<file path="config.mk">
export PLATFORM = sky130hd
export DESIGN_NAME = legacy_register_view
export DESIGN_NICKNAME = d
export VERILOG_FILES = /design/src/legacy_view_pkg.sv /design/src/legacy_alu.sv /design/src/fsr_view.sv /design/src/legacy_register_view.sv
export SDC_FILE = /design/constraint.sdc
export NUM_CORES = 2
export LEC_CHECK = 0
export ABC_AREA = 1
export BUFFER_PORTS_ARGS = -buffer_cell sky130_fd_sc_hd__clkbuf_2
export CAP_MARGIN = 20
export CORE_MARGIN = 2
export CORE_UTILIZATION = 35
export DETAILED_ROUTE_END_ITERATION = 6
export SLEW_MARGIN = 15
export SYNTH_ARGS = -nofsm -noshare
export SYNTH_HDL_FRONTEND = slang
export SYNTH_SLANG_ARGS = --single-unit
</file>
<file path="constraint.sdc">
create_clock -name mclk -period 75.8 [get_ports mclk]
set_input_delay 7.58 -clock mclk [delete_from_list [all_inputs] [get_ports mclk]]
set_output_delay 7.58 -clock mclk [all_outputs]
set_load 0.02 [all_outputs]
</file>
<file path="src/legacy_view_pkg.sv">
// package: types and constants for the legacy 16-bit register view
package legacy_view_pkg;

  // page-zero word offsets of the narrow stack parameters (octal 40..43)
  localparam logic [15:0] PZ_STACK_PTR   = 16'h0020;
  localparam logic [15:0] PZ_FRAME_PTR   = 16'h0021;
  localparam logic [15:0] PZ_STACK_LIMIT = 16'h0022;
  localparam logic [15:0] PZ_STACK_FAULT = 16'h0023;
  // upper address bits above the 64k window of a segment
  localparam logic [11:0] SEG_FILL       = 12'h000;

  // float status register: legacy fields and reserved bit
  localparam int FSR_HI_LSB   = 48;
  localparam int FSR_RSV_BIT  = 15;
  localparam int FSR_LO_WIDTH = 15;

  // reset values
  localparam logic [31:0] ACC_RST   = 32'h0000_0000;
  localparam logic [63:0] FLT_RST   = 64'h0000_0000_0000_0000;
  localparam logic [15:0] PSR_RST   = 16'h0000;
  localparam logic        CARRY_RST = 1'b0;

  // native-side register select codes
  localparam logic [3:0] SEL_ACC0 = 4'h0;
  localparam logic [3:0] SEL_WIDE0 = 4'h4;
  localparam logic [3:0] SEL_PSR  = 4'h8;

  typedef enum logic [4:0] {
    op_none, op_load, op_read, op_add, op_sub, op_div, op_rel_addr,
    op_extended_subroutine_jump, op_extended_load_effective_addr,
    op_read_high_word, op_subroutine_jump, op_load_effective_addr,
    op_compare_to_limits, op_fp_load, op_fp_read, op_fsr_write, op_fsr_read,
    op_push, op_pop, op_rd_frame, op_wr_frame
  } op_t;

  typedef struct packed {
    op_t         op;
    logic [1:0]  dst;
    logic [1:0]  src;
    logic [31:0] data;
    logic [63:0] fdata;
  } leg_op_t;

  typedef struct packed {
    logic        valid;
    logic        we;
    logic [31:0] addr;
    logic [15:0] wdata;
  } mem_req_t;

  typedef struct packed {
    logic        we;
    logic [3:0]  sel;
    logic [31:0] data;
  } native_wr_t;

endpackage

</file>
<file path="src/legacy_alu.sv">
// legacy 16-bit arithmetic with carry taken at the 16-bit boundary
`timescale 1ns/1ps
`default_nettype none
module legacy_alu (
  input  var legacy_view_pkg::op_t op,
  input  wire logic [15:0]         a,
  input  wire logic [15:0]         b,
  input  wire logic                carry_in,
  output logic      [15:0]         res,
  output logic                     carry_out,
  output logic                     wr_en
);
  import legacy_view_pkg::*;

  logic [16:0] sum;

  always_comb begin
    sum       = 17'h0_0000;
    res       = a;
    carry_out = carry_in;
    wr_en     = 1'b0;
    unique case (op)
      op_add: begin
        sum       = {1'b0, a} + {1'b0, b};
        res       = sum[15:0];
        carry_out = sum[16]; // RQ15 RQ16
        wr_en     = 1'b1;
      end
      op_sub: begin
        sum       = {1'b0, a} + {1'b0, ~b} + 17'h0_0001;
        res       = sum[15:0];
        carry_out = sum[16]; // RQ15
        wr_en     = 1'b1;
      end
      op_div: begin
        // divide by zero leaves the destination alone and flags carry
        if (b == 16'h0000) begin
          carry_out = 1'b1; // RQ16
        end else begin
          res       = a / b;
          carry_out = 1'b0;
          wr_en     = 1'b1;
        end
      end
      default: begin
      end
    endcase
  end
endmodule
`default_nettype wire

</file>
<file path="src/fsr_view.sv">
// legacy 32-bit window onto the 64-bit float status register
`timescale 1ns/1ps
`default_nettype none
module fsr_view (
  input  wire logic [63:0] fsr_full,
  input  wire logic [31:0] leg_wdata,
  output logic      [31:0] leg_rdata,
  output logic      [63:0] fsr_merged
);
  import legacy_view_pkg::*;

  // bit 0 of the documented numbering is the msb here
  always_comb begin
    leg_rdata  = {fsr_full[63:FSR_HI_LSB], 1'b0,
                  fsr_full[FSR_LO_WIDTH-1:0]}; // RQ13 RQ14
    fsr_merged = {leg_wdata[31:16], fsr_full[FSR_HI_LSB-1:FSR_RSV_BIT+1],
                  1'b0, leg_wdata[FSR_LO_WIDTH-1:0]}; // RQ13 RQ14
  end
endmodule
`default_nettype wire

</file>
<file path="src/legacy_register_view.sv">
// legacy 16-bit view of the architectural registers and narrow stack
//
// Behaviour
// RQ1: legacy accumulator bits 0-15 are bits 16-31 of the 32-bit accumulator.
// RQ2: a legacy load writes bits 16-31 and leaves 0-15 undefined unless defined.
// RQ3: the five jump and load-address style ops define the whole accumulator.
// RQ4: an op that only reads an accumulator, like compare to limits, keeps it.
// RQ5: accumulator-relative offset is the 15 bits 17-31 of the accumulator.
// RQ6: legacy ops raise no fixed-point fault and never touch the status word.
// RQ7: legacy stack ops use the page-zero narrow stack, not the wide registers.
// RQ8: the narrow stack pointer lives at page-zero word 40 octal.
// RQ9: the narrow frame pointer lives at page-zero word 41 octal.
// RQ10: the narrow stack limit is read from page-zero word 42 octal.
// RQ11: a narrow stack fault fetches its handler from word 43 with indirection.
// RQ12: legacy float ops use the same four 64-bit float accumulators unchanged.
// RQ13: the legacy float status is bits 0-15 and 49-63 of the 64-bit register.
// RQ14: bit 48 of the float status register always reads as zero.
// RQ15: legacy carry comes from the carry out of accumulator bit 16.
// RQ16: add, subtract and divide update carry so software can see overflow.
// RQ17: an undefined upper half on a legacy load keeps its old contents.
`timescale 1ns/1ps
`default_nettype none
module legacy_register_view (
  input  wire logic                        mclk,
  input  wire logic                        srst,
  input  wire logic                        op_valid,
  input  var legacy_view_pkg::leg_op_t     op_in,
  output logic                             op_ready,
  output logic                             op_done,
  output logic      [31:0]                 rd_data,
  output logic      [14:0]                 rel_offset,
  output logic                             in_limits,
  output logic      [63:0]                 fp_rd_data,
  output logic                             carry,
  output logic                             fixed_fault,
  input  wire logic [2:0]                  cur_segment,
  output legacy_view_pkg::mem_req_t        mem_req,
  input  wire logic                        mem_ack,
  input  wire logic [15:0]                 mem_rdata,
  output logic                             stack_fault,
  output logic      [14:0]                 stack_fault_handler,
  input  var legacy_view_pkg::native_wr_t  native_wr,
  input  wire logic [1:0]                  fp_wr_sel,
  input  wire logic                        fp_wr_en,
  input  wire logic [63:0]                 fp_wr_data,
  output logic      [15:0]                 processor_status_word,
  output logic      [31:0]                 wide_frame_pointer,
  output logic      [31:0]                 wide_stack_pointer,
  output logic      [31:0]                 wide_stack_limit,
  output logic      [31:0]                 wide_stack_base,
  output logic      [31:0]                 fixed_acc_zero,
  output logic      [31:0]                 fixed_acc_one,
  output logic      [31:0]                 fixed_acc_two,
  output logic      [31:0]                 fixed_acc_three,
  output logic      [63:0]                 float_status_word
);
  import legacy_view_pkg::*;

  typedef enum logic [7:0] {
    st_idle     = 8'h01,
    st_rd_sp    = 8'h02,
    st_rd_lim   = 8'h04,
    st_wr_data  = 8'h08,
    st_rd_data  = 8'h10,
    st_wr_sp    = 8'h20,
    st_rd_vec   = 8'h40,
    st_frame    = 8'h80
  } state_t;

  state_t      state_r;
  state_t      state_nxt;
  leg_op_t     cur_r;
  logic [15:0] sp_r;
  logic [15:0] lim_r;
  logic [15:0] vec_addr_r;
  logic [31:0] acc_r [4];
  logic [63:0] flt_r [4];
  logic [31:0] wide_r [4];
  logic [63:0] fsr_r;
  logic [15:0] psr_r;
  logic        carry_r;
  logic [31:0] rd_data_r;
  logic [14:0] rel_offset_r;
  logic        in_limits_r;
  logic [63:0] fp_rd_data_r;
  logic        done_r;
  logic        fault_r;
  logic [14:0] fault_handler_r;

  logic        take;
  logic [15:0] dst_lo;
  logic [15:0] src_lo;
  logic [15:0] alu_res;
  logic        alu_carry;
  logic        alu_wr;
  logic [31:0] fsr_leg_rd;
  logic [63:0] fsr_merged;
  logic [15:0] sp_inc;
  logic        pop_wr;
  logic [15:0] mem_off;

  assign take     = op_valid && (state_r == st_idle);
  assign op_ready = (state_r == st_idle);
  assign dst_lo   = acc_r[op_in.dst][15:0]; // RQ1
  assign src_lo   = acc_r[op_in.src][15:0]; // RQ1
  assign sp_inc   = sp_r + 16'h0001;
  assign pop_wr   = (state_r == st_rd_data) && mem_ack;

  legacy_alu u_alu (
    .op        (take ? op_in.op : op_none),
    .a         (dst_lo),
    .b         (src_lo),
    .carry_in  (carry_r),
    .res       (alu_res),
    .carry_out (alu_carry),
    .wr_en     (alu_wr)
  );

  fsr_view u_fsr (
    .fsr_full   (fsr_r),
    .leg_wdata  (op_in.data),
    .leg_rdata  (fsr_leg_rd),
    .fsr_merged (fsr_merged)
  );

  // fixed-point accumulators: legacy writes land in the low 16 bits, except the five jump and load-address ops, which write all 32
  always_ff @(posedge mclk) begin
    if (srst) begin
      for (int i = 0; i < 4; i++) begin
        acc_r[i] <= ACC_RST;
      end
    end else if (native_wr.we && native_wr.sel < SEL_WIDE0) begin
      acc_r[native_wr.sel[1:0]] <= native_wr.data;
    end else if (pop_wr) begin
      acc_r[cur_r.dst][15:0] <= mem_rdata; // RQ2 RQ17
    end else if ((state_r == st_frame) && mem_ack && !cur_r.data[0]) begin
      acc_r[cur_r.dst][15:0] <= mem_rdata; // RQ9 RQ17
    end else if (take) begin
      unique case (op_in.op)
        op_load: acc_r[op_in.dst][15:0] <= op_in.data[15:0]; // RQ2 RQ17
        op_add, op_sub, op_div: begin
          if (alu_wr) begin
            acc_r[op_in.dst][15:0] <= alu_res; // RQ2
          end
        end
        op_extended_subroutine_jump, op_extended_load_effective_addr,
        op_read_high_word, op_subroutine_jump, op_load_effective_addr: begin
          acc_r[op_in.dst] <= op_in.data; // RQ3
        end
        default: begin
          // reads, compare and relative addressing leave the source alone
        end // RQ4
      endcase
    end
  end

  // carry: only legacy add, subtract and divide change it
  always_ff @(posedge mclk) begin
    if (srst) begin
      carry_r <= CARRY_RST;
    end else if (take && (op_in.op inside {op_add, op_sub, op_div})) begin
      carry_r <= alu_carry; // RQ15 RQ16
    end
  end

  // status word and wide stack registers: native side only
  always_ff @(posedge mclk) begin
    if (srst) begin
      psr_r <= PSR_RST;
      for (int i = 0; i < 4; i++) begin
        wide_r[i] <= ACC_RST;
      end
    end else if (native_wr.we) begin
      if (native_wr.sel == SEL_PSR) begin
        psr_r <= native_wr.data[15:0]; // RQ6
      end else if (native_wr.sel >= SEL_WIDE0 && native_wr.sel < SEL_PSR) begin
        wide_r[native_wr.sel[1:0]] <= native_wr.data; // RQ7
      end
    end
  end

  // float accumulators shared as-is with the native instruction set
  always_ff @(posedge mclk) begin
    if (srst) begin
      for (int i = 0; i < 4; i++) begin
        flt_r[i] <= FLT_RST;
      end
    end else if (take && op_in.op == op_fp_load) begin
      flt_r[op_in.dst] <= op_in.fdata; // RQ12
    end else if (fp_wr_en) begin
      flt_r[fp_wr_sel] <= fp_wr_data; // RQ12
    end
  end

  // float status: legacy writes reach only their own bits
  always_ff @(posedge mclk) begin
    if (srst) begin
      fsr_r <= FLT_RST;
    end else if (take && op_in.op == op_fsr_write) begin
      fsr_r <= fsr_merged; // RQ13 RQ14
    end
  end

  // read results held until the next read
  always_ff @(posedge mclk) begin
    if (srst) begin
      rd_data_r    <= ACC_RST;
      rel_offset_r <= 15'h0000;
      in_limits_r  <= 1'b0;
      fp_rd_data_r <= FLT_RST;
    end else if (take) begin
      unique case (op_in.op)
        op_read:      rd_data_r <= {16'h0000, dst_lo}; // RQ4
        op_rel_addr:  rel_offset_r <= acc_r[op_in.dst][14:0]; // RQ5
        op_compare_to_limits: begin
          // signed bounds: low in data[15:0], high in data[31:16]
          in_limits_r <= ($signed(dst_lo) >= $signed(op_in.data[15:0])) &&
                         ($signed(dst_lo) <= $signed(op_in.data[31:16])); // RQ4
        end
        op_fp_read:   fp_rd_data_r <= flt_r[op_in.src]; // RQ12
        op_fsr_read:  rd_data_r <= fsr_leg_rd; // RQ13 RQ14
        default: begin
        end
      endcase
    end
  end

  // narrow stack sequencer over page-zero memory
  always_comb begin
    state_nxt = state_r;
    unique case (state_r)
      st_idle: begin
        if (take) begin
          if (op_in.op inside {op_push, op_pop}) begin
            state_nxt = st_rd_sp;
          end else if (op_in.op inside {op_rd_frame, op_wr_frame}) begin
            state_nxt = st_frame;
          end
        end
      end
      st_rd_sp: begin
        if (mem_ack) begin
          state_nxt = (cur_r.op == op_push) ? st_rd_lim : st_rd_data;
        end
      end
      st_rd_lim: begin
        if (mem_ack) begin
          state_nxt = (sp_inc > mem_rdata) ? st_rd_vec : st_wr_data; // RQ10
        end
      end
      st_wr_data: if (mem_ack) state_nxt = st_wr_sp;
      st_rd_data: if (mem_ack) state_nxt = st_wr_sp;
      st_wr_sp:   if (mem_ack) state_nxt = st_idle;
      st_rd_vec: begin
        // bit 15 marks an indirect pointer: keep fetching until it clears
        if (mem_ack && !mem_rdata[15]) begin
          state_nxt = st_idle; // RQ11
        end
      end
      st_frame:   if (mem_ack) state_nxt = st_idle;
    endcase
  end

  always_ff @(posedge mclk) begin
    if (srst) begin
      state_r <= st_idle;
    end else begin
      state_r <= state_nxt;
    end
  end

  always_ff @(posedge mclk) begin
    if (srst) begin
      cur_r      <= '0;
      sp_r       <= 16'h0000;
      lim_r      <= 16'h0000;
      vec_addr_r <= PZ_STACK_FAULT;
    end else begin
      if (take) begin
        cur_r <= op_in;
        // frame direction rides in data bit 0: set means write
        cur_r.data[0] <= (op_in.op == op_wr_frame);
        cur_r.data[15:1] <= acc_r[op_in.src][15:1];
        vec_addr_r <= PZ_STACK_FAULT; // RQ11
      end
      if (state_r == st_rd_sp && mem_ack) begin
        sp_r <= mem_rdata; // RQ8
      end
      if (state_r == st_rd_lim && mem_ack) begin
        lim_r <= mem_rdata; // RQ10
      end
      if (state_r == st_wr_data && mem_ack) begin
        sp_r <= sp_inc;
      end
      if (state_r == st_rd_data && mem_ack) begin
        sp_r <= sp_r - 16'h0001;
      end
      if (state_r == st_rd_vec && mem_ack) begin
        vec_addr_r <= {1'b0, mem_rdata[14:0]}; // RQ11
      end
    end
  end

  // page-zero and stack addresses stay in the low 64k of the segment
  always_comb begin
    mem_off = PZ_STACK_PTR;
    unique case (state_r)
      st_rd_sp, st_wr_sp: mem_off = PZ_STACK_PTR; // RQ8
      st_rd_lim:          mem_off = PZ_STACK_LIMIT; // RQ10
      st_wr_data:         mem_off = sp_inc;
      st_rd_data:         mem_off = sp_r;
      st_rd_vec:          mem_off = vec_addr_r; // RQ11
      st_frame:           mem_off = PZ_FRAME_PTR; // RQ9
      default:            mem_off = PZ_STACK_PTR;
    endcase
    mem_req.valid = (state_r != st_idle); // RQ7
    mem_req.we    = (state_r inside {st_wr_data, st_wr_sp}) ||
                    ((state_r == st_frame) && cur_r.data[0]);
    mem_req.addr  = {1'b0, cur_segment, SEG_FILL, mem_off};
    mem_req.wdata = (state_r == st_wr_sp)   ? sp_r :
                    (state_r == st_frame)   ? {cur_r.data[15:1], 1'b0} :
                    acc_r[cur_r.src][15:0];
  end

  always_ff @(posedge mclk) begin
    if (srst) begin
      done_r          <= 1'b0;
      fault_r         <= 1'b0;
      fault_handler_r <= 15'h0000;
    end else begin
      done_r  <= (take && !(op_in.op inside {op_push, op_pop, op_rd_frame, op_wr_frame})) ||
                 ((state_r != st_idle) && (state_nxt == st_idle));
      fault_r <= (state_r == st_rd_vec) && (state_nxt == st_idle); // RQ11
      if ((state_r == st_rd_vec) && (state_nxt == st_idle)) begin
        fault_handler_r <= mem_rdata[14:0]; // RQ11
      end
    end
  end

  assign op_done               = done_r;
  assign rd_data               = rd_data_r;
  assign rel_offset            = rel_offset_r;
  assign in_limits             = in_limits_r;
  assign fp_rd_data            = fp_rd_data_r;
  assign carry                 = carry_r;
  assign fixed_fault           = 1'b0; // RQ6
  assign stack_fault           = fault_r;
  assign stack_fault_handler   = fault_handler_r;
  assign processor_status_word = psr_r;
  assign wide_frame_pointer    = wide_r[0];
  assign wide_stack_pointer    = wide_r[1];
  assign wide_stack_limit      = wide_r[2];
  assign wide_stack_base       = wide_r[3];
  assign fixed_acc_zero        = acc_r[0];
  assign fixed_acc_one         = acc_r[1];
  assign fixed_acc_two         = acc_r[2];
  assign fixed_acc_three       = acc_r[3];
  assign float_status_word     = fsr_r;
endmodule
`default_nettype wire

</file>
==> out/metrics.yaml <==
synth:
  yosysSeqAreaShare_pct: 46.7
  synth_area_per_cell_um2: 8.25
  synthFlopType: "edfxtp_1"
  yosys_warnings: 0
  synthArstFlopShare_pct: 0
  synth.distinct_cells: 74
  ys_ff_latch: 755
  netlist_area_mm2: 0.0434
  syn_inst: 5258
  synth_edf_count: 512
routing:
  final_antenna_net_count: 0
  vias_per_cell: 5.22
  vias: 39437
  drt_first_pass_iters: 6
  routed_wirelength_um: 175000
  drt_iter0_drc: 3492
  drc_errors: 0
  avgRoutedWirePerCell_um: 23.1
floorplanning:
  die_area_mm2: 0.127
  die_y_um: 356
  die_w_um: 356
  core_mm2: 0.123
  io_pins: 750
  start_util_pct: 35.2
  rows: 129
cells_and_area:
  synthToLayoutAreaGrowth_pct: 17.6
  drive_gt1_share_pct: 18.8
  layout_commonest_cell: "inv_1"
  final_cells: 7553
  fin_nets: 6292
  final_cell_mix: "inv_1 (774), nor2_1 (770), nand2_1 (711)"
worst_setup_path:
  slowest_delay_ps: 860
  worstPathRequired_ps: 76210
  cp-start-kind: "input port"
  slowest_stage: "inv_4"
  worst_setup_path_startpoint: "op_in[96]"
  criticalPathCategory: "in -> reg"
  crit_path_end_kind: "flop"
  crit_path_max_fanout: 83
  rr_startpoint: "acc_r[1][0]$_SDFFCE_PN0P_"
  reg2reg_depth: 245
  critPathArrivalTime_ps: 39700
  cp_common_cell: "nand2_1"
global_routing:
  antenna_found_initial: 11
  grt_max_degree: 84
  grt_remaining_overflow: 0
  grt_pass1_wl_um: 249000
  grt_pass1_vias: 36600
  grt_use_total_pct: 26.5
min_path:
  hold_depth: 2
  hp-class: "reg -> reg"
  hp-start: "fp_rd_data[3]$_SDFFE_PP0P_"
flow_run:
  max-cap-violations: 0
power_and_ir_drop:
  power.leakage_uw: 0.0227
  p_total_uw: 1200
  powerDensity_mw_per_mm2: 23.5
  peakVddDrop_mv: 0.0193
clock_network:
  cts_hold_buf: 0
  cts_resized: 0
  clk_pin_slew_ps: 60
  cts_tree: "built"
  cts_buffers: 83
  insertion_delay_ps: 690
  cts.htree.levels: 3
  post_cts_buffers: 0
  clock_sinks: 755
  cts_buffer_depth: 3
  ctsRootBufferMaster: "clkbuf_16"
placement:
  place_hpwl_um: 130000
  gp_congestion: 0.994
  dp.cells: 7391
  io_buffers: 696
timing:
  maxSlewHeadroom_pct: 23.5
  setup_violations: 0
  hold_viol_final: 0
  setup_tns_ps: 0
  fmax_ghz: 0.0255
  hold_slack_ps: 457
  rsz0062_at_grt: "false"
  min_period_over_period_pct: 51.8
  tightest_slew_ps: 1140
  drv_slew: 0
  skew_ps: 46.0
  fin_crit_ps: 39290
run_status:
  status: "finished, final reports clean"
-- where the power goes --
group / internal (uW) / switching (uW) / total [uW]
clock: 245 / 179 / 425
sequential: 460 / 8.56 / 468
combinational: 94.9 / 210 / 304
total: 800 / 398 / 1200
-- final timing paths --
| path | slack [ps] | endpoint |
|---|---|---|
| worst max-delay path | 36510 | acc_r[0][0]$_SDFFCE_PN0P_ |
| worst min-delay path | 460 | fp_rd_data[3]$_SDFFE_PP0P_ |
| worst max register to register | 44440 | acc_r[0][0]$_SDFFCE_PN0P_ |
| worst min register to register | 460 | fp_rd_data[3]$_SDFFE_PP0P_ |
-- area by class of cell --
cell class	count	area (um^2)
multi-input combinational	3435	18900
fill	12487	72300
sequential	755	20200
antenna	5	12.5
timing repair buffer	745	3860
clock inverter	41	543
inverter	820	3100
tap	1637	2050
clock buffer	115	2320
-- registers in the layout, indices dropped and copies added, names as in the netlist, named ones only --
signal and count:
acc_r 128, carry 1, cur_r 25, float_status_word 31, flt_r 256, fp_rd_data 64
in_limits 1, op_done 1, processor_status_word 16, rd_data 32, rel_offset 15, sp_r 16
stack_fault 1, stack_fault_handler 15, state_r 8, vec_addr_r 15, wide_r 128
-- through the flow --
| stage | area [um^2] | worst slack [ps] | utilization [%] |
|---|---|---|---|
| CTS | 51000 | 37050 | 41.3 |
| floorplan | 43500 | 43270 | - |
| detailed placement | 48100 | 36490 | 39.0 |
| finish | 51000 | 36510 | 41.4 |
| global route | 51000 | 32800 | 41.4 |
| global placement | 48100 | 37240 | 39.0 |
-- kinds of logic (layout without fill, tap and decap cells) --
kind of cell,count (synthesis),count (layout),synth area share (%)
fa+ha+maj,220,220,6.38
flops,755,755,46.7
compound gates,1137,1137,15.5
simple gates,1956,1956,19.5
other cells,1,52,0.00865
xor+xnor,74,74,1.49
mux,1,1,0.0231
buf+inv,1114,1721,10.4
-- worst max-delay path, delay by kind of cell --
| kind | cells | cell delay (ps) |
|---|---|---|
| compound gates | 46 | 8430 |
| simple gates | 157 | 14040 |
| fa+ha+maj | 16 | 4960 |
| buf+inv | 28 | 4290 |
-- routing by layer --
metal  wire length (um)  up-vias  global-route usage (%)
met1              70800    18750                    33.5
met2              79000     1730                    42.2
li1                   -    18673                       -
met5                 64        -                       0
met3              18100      274                    8.19
met4               6890       10                    10.1
-- synth_stat cells, types with 75 or more instances --
| master | number | area share, % |
|---|---|---|
| a21oi_1 | 271 | 3.1 |
| nand3_1 | 197 | 2.3 |
| o21ai_0 | 401 | 4.6 |
| a211oi_1 | 75 | 1.3 |
| clkbuf_1 | 189 | 1.6 |
| nor2_1 | 772 | 6.7 |
| nand2_1 | 719 | 6.2 |
| ha_1 | 218 | 6.3 |
| dfxtp_1 | 243 | 11 |
| inv_1 | 774 | 6.7 |
| edfxtp_1 | 512 | 35 |
| o22ai_1 | 200 | 2.9 |
Note: power is estimated with default switching activity, not from simulation.
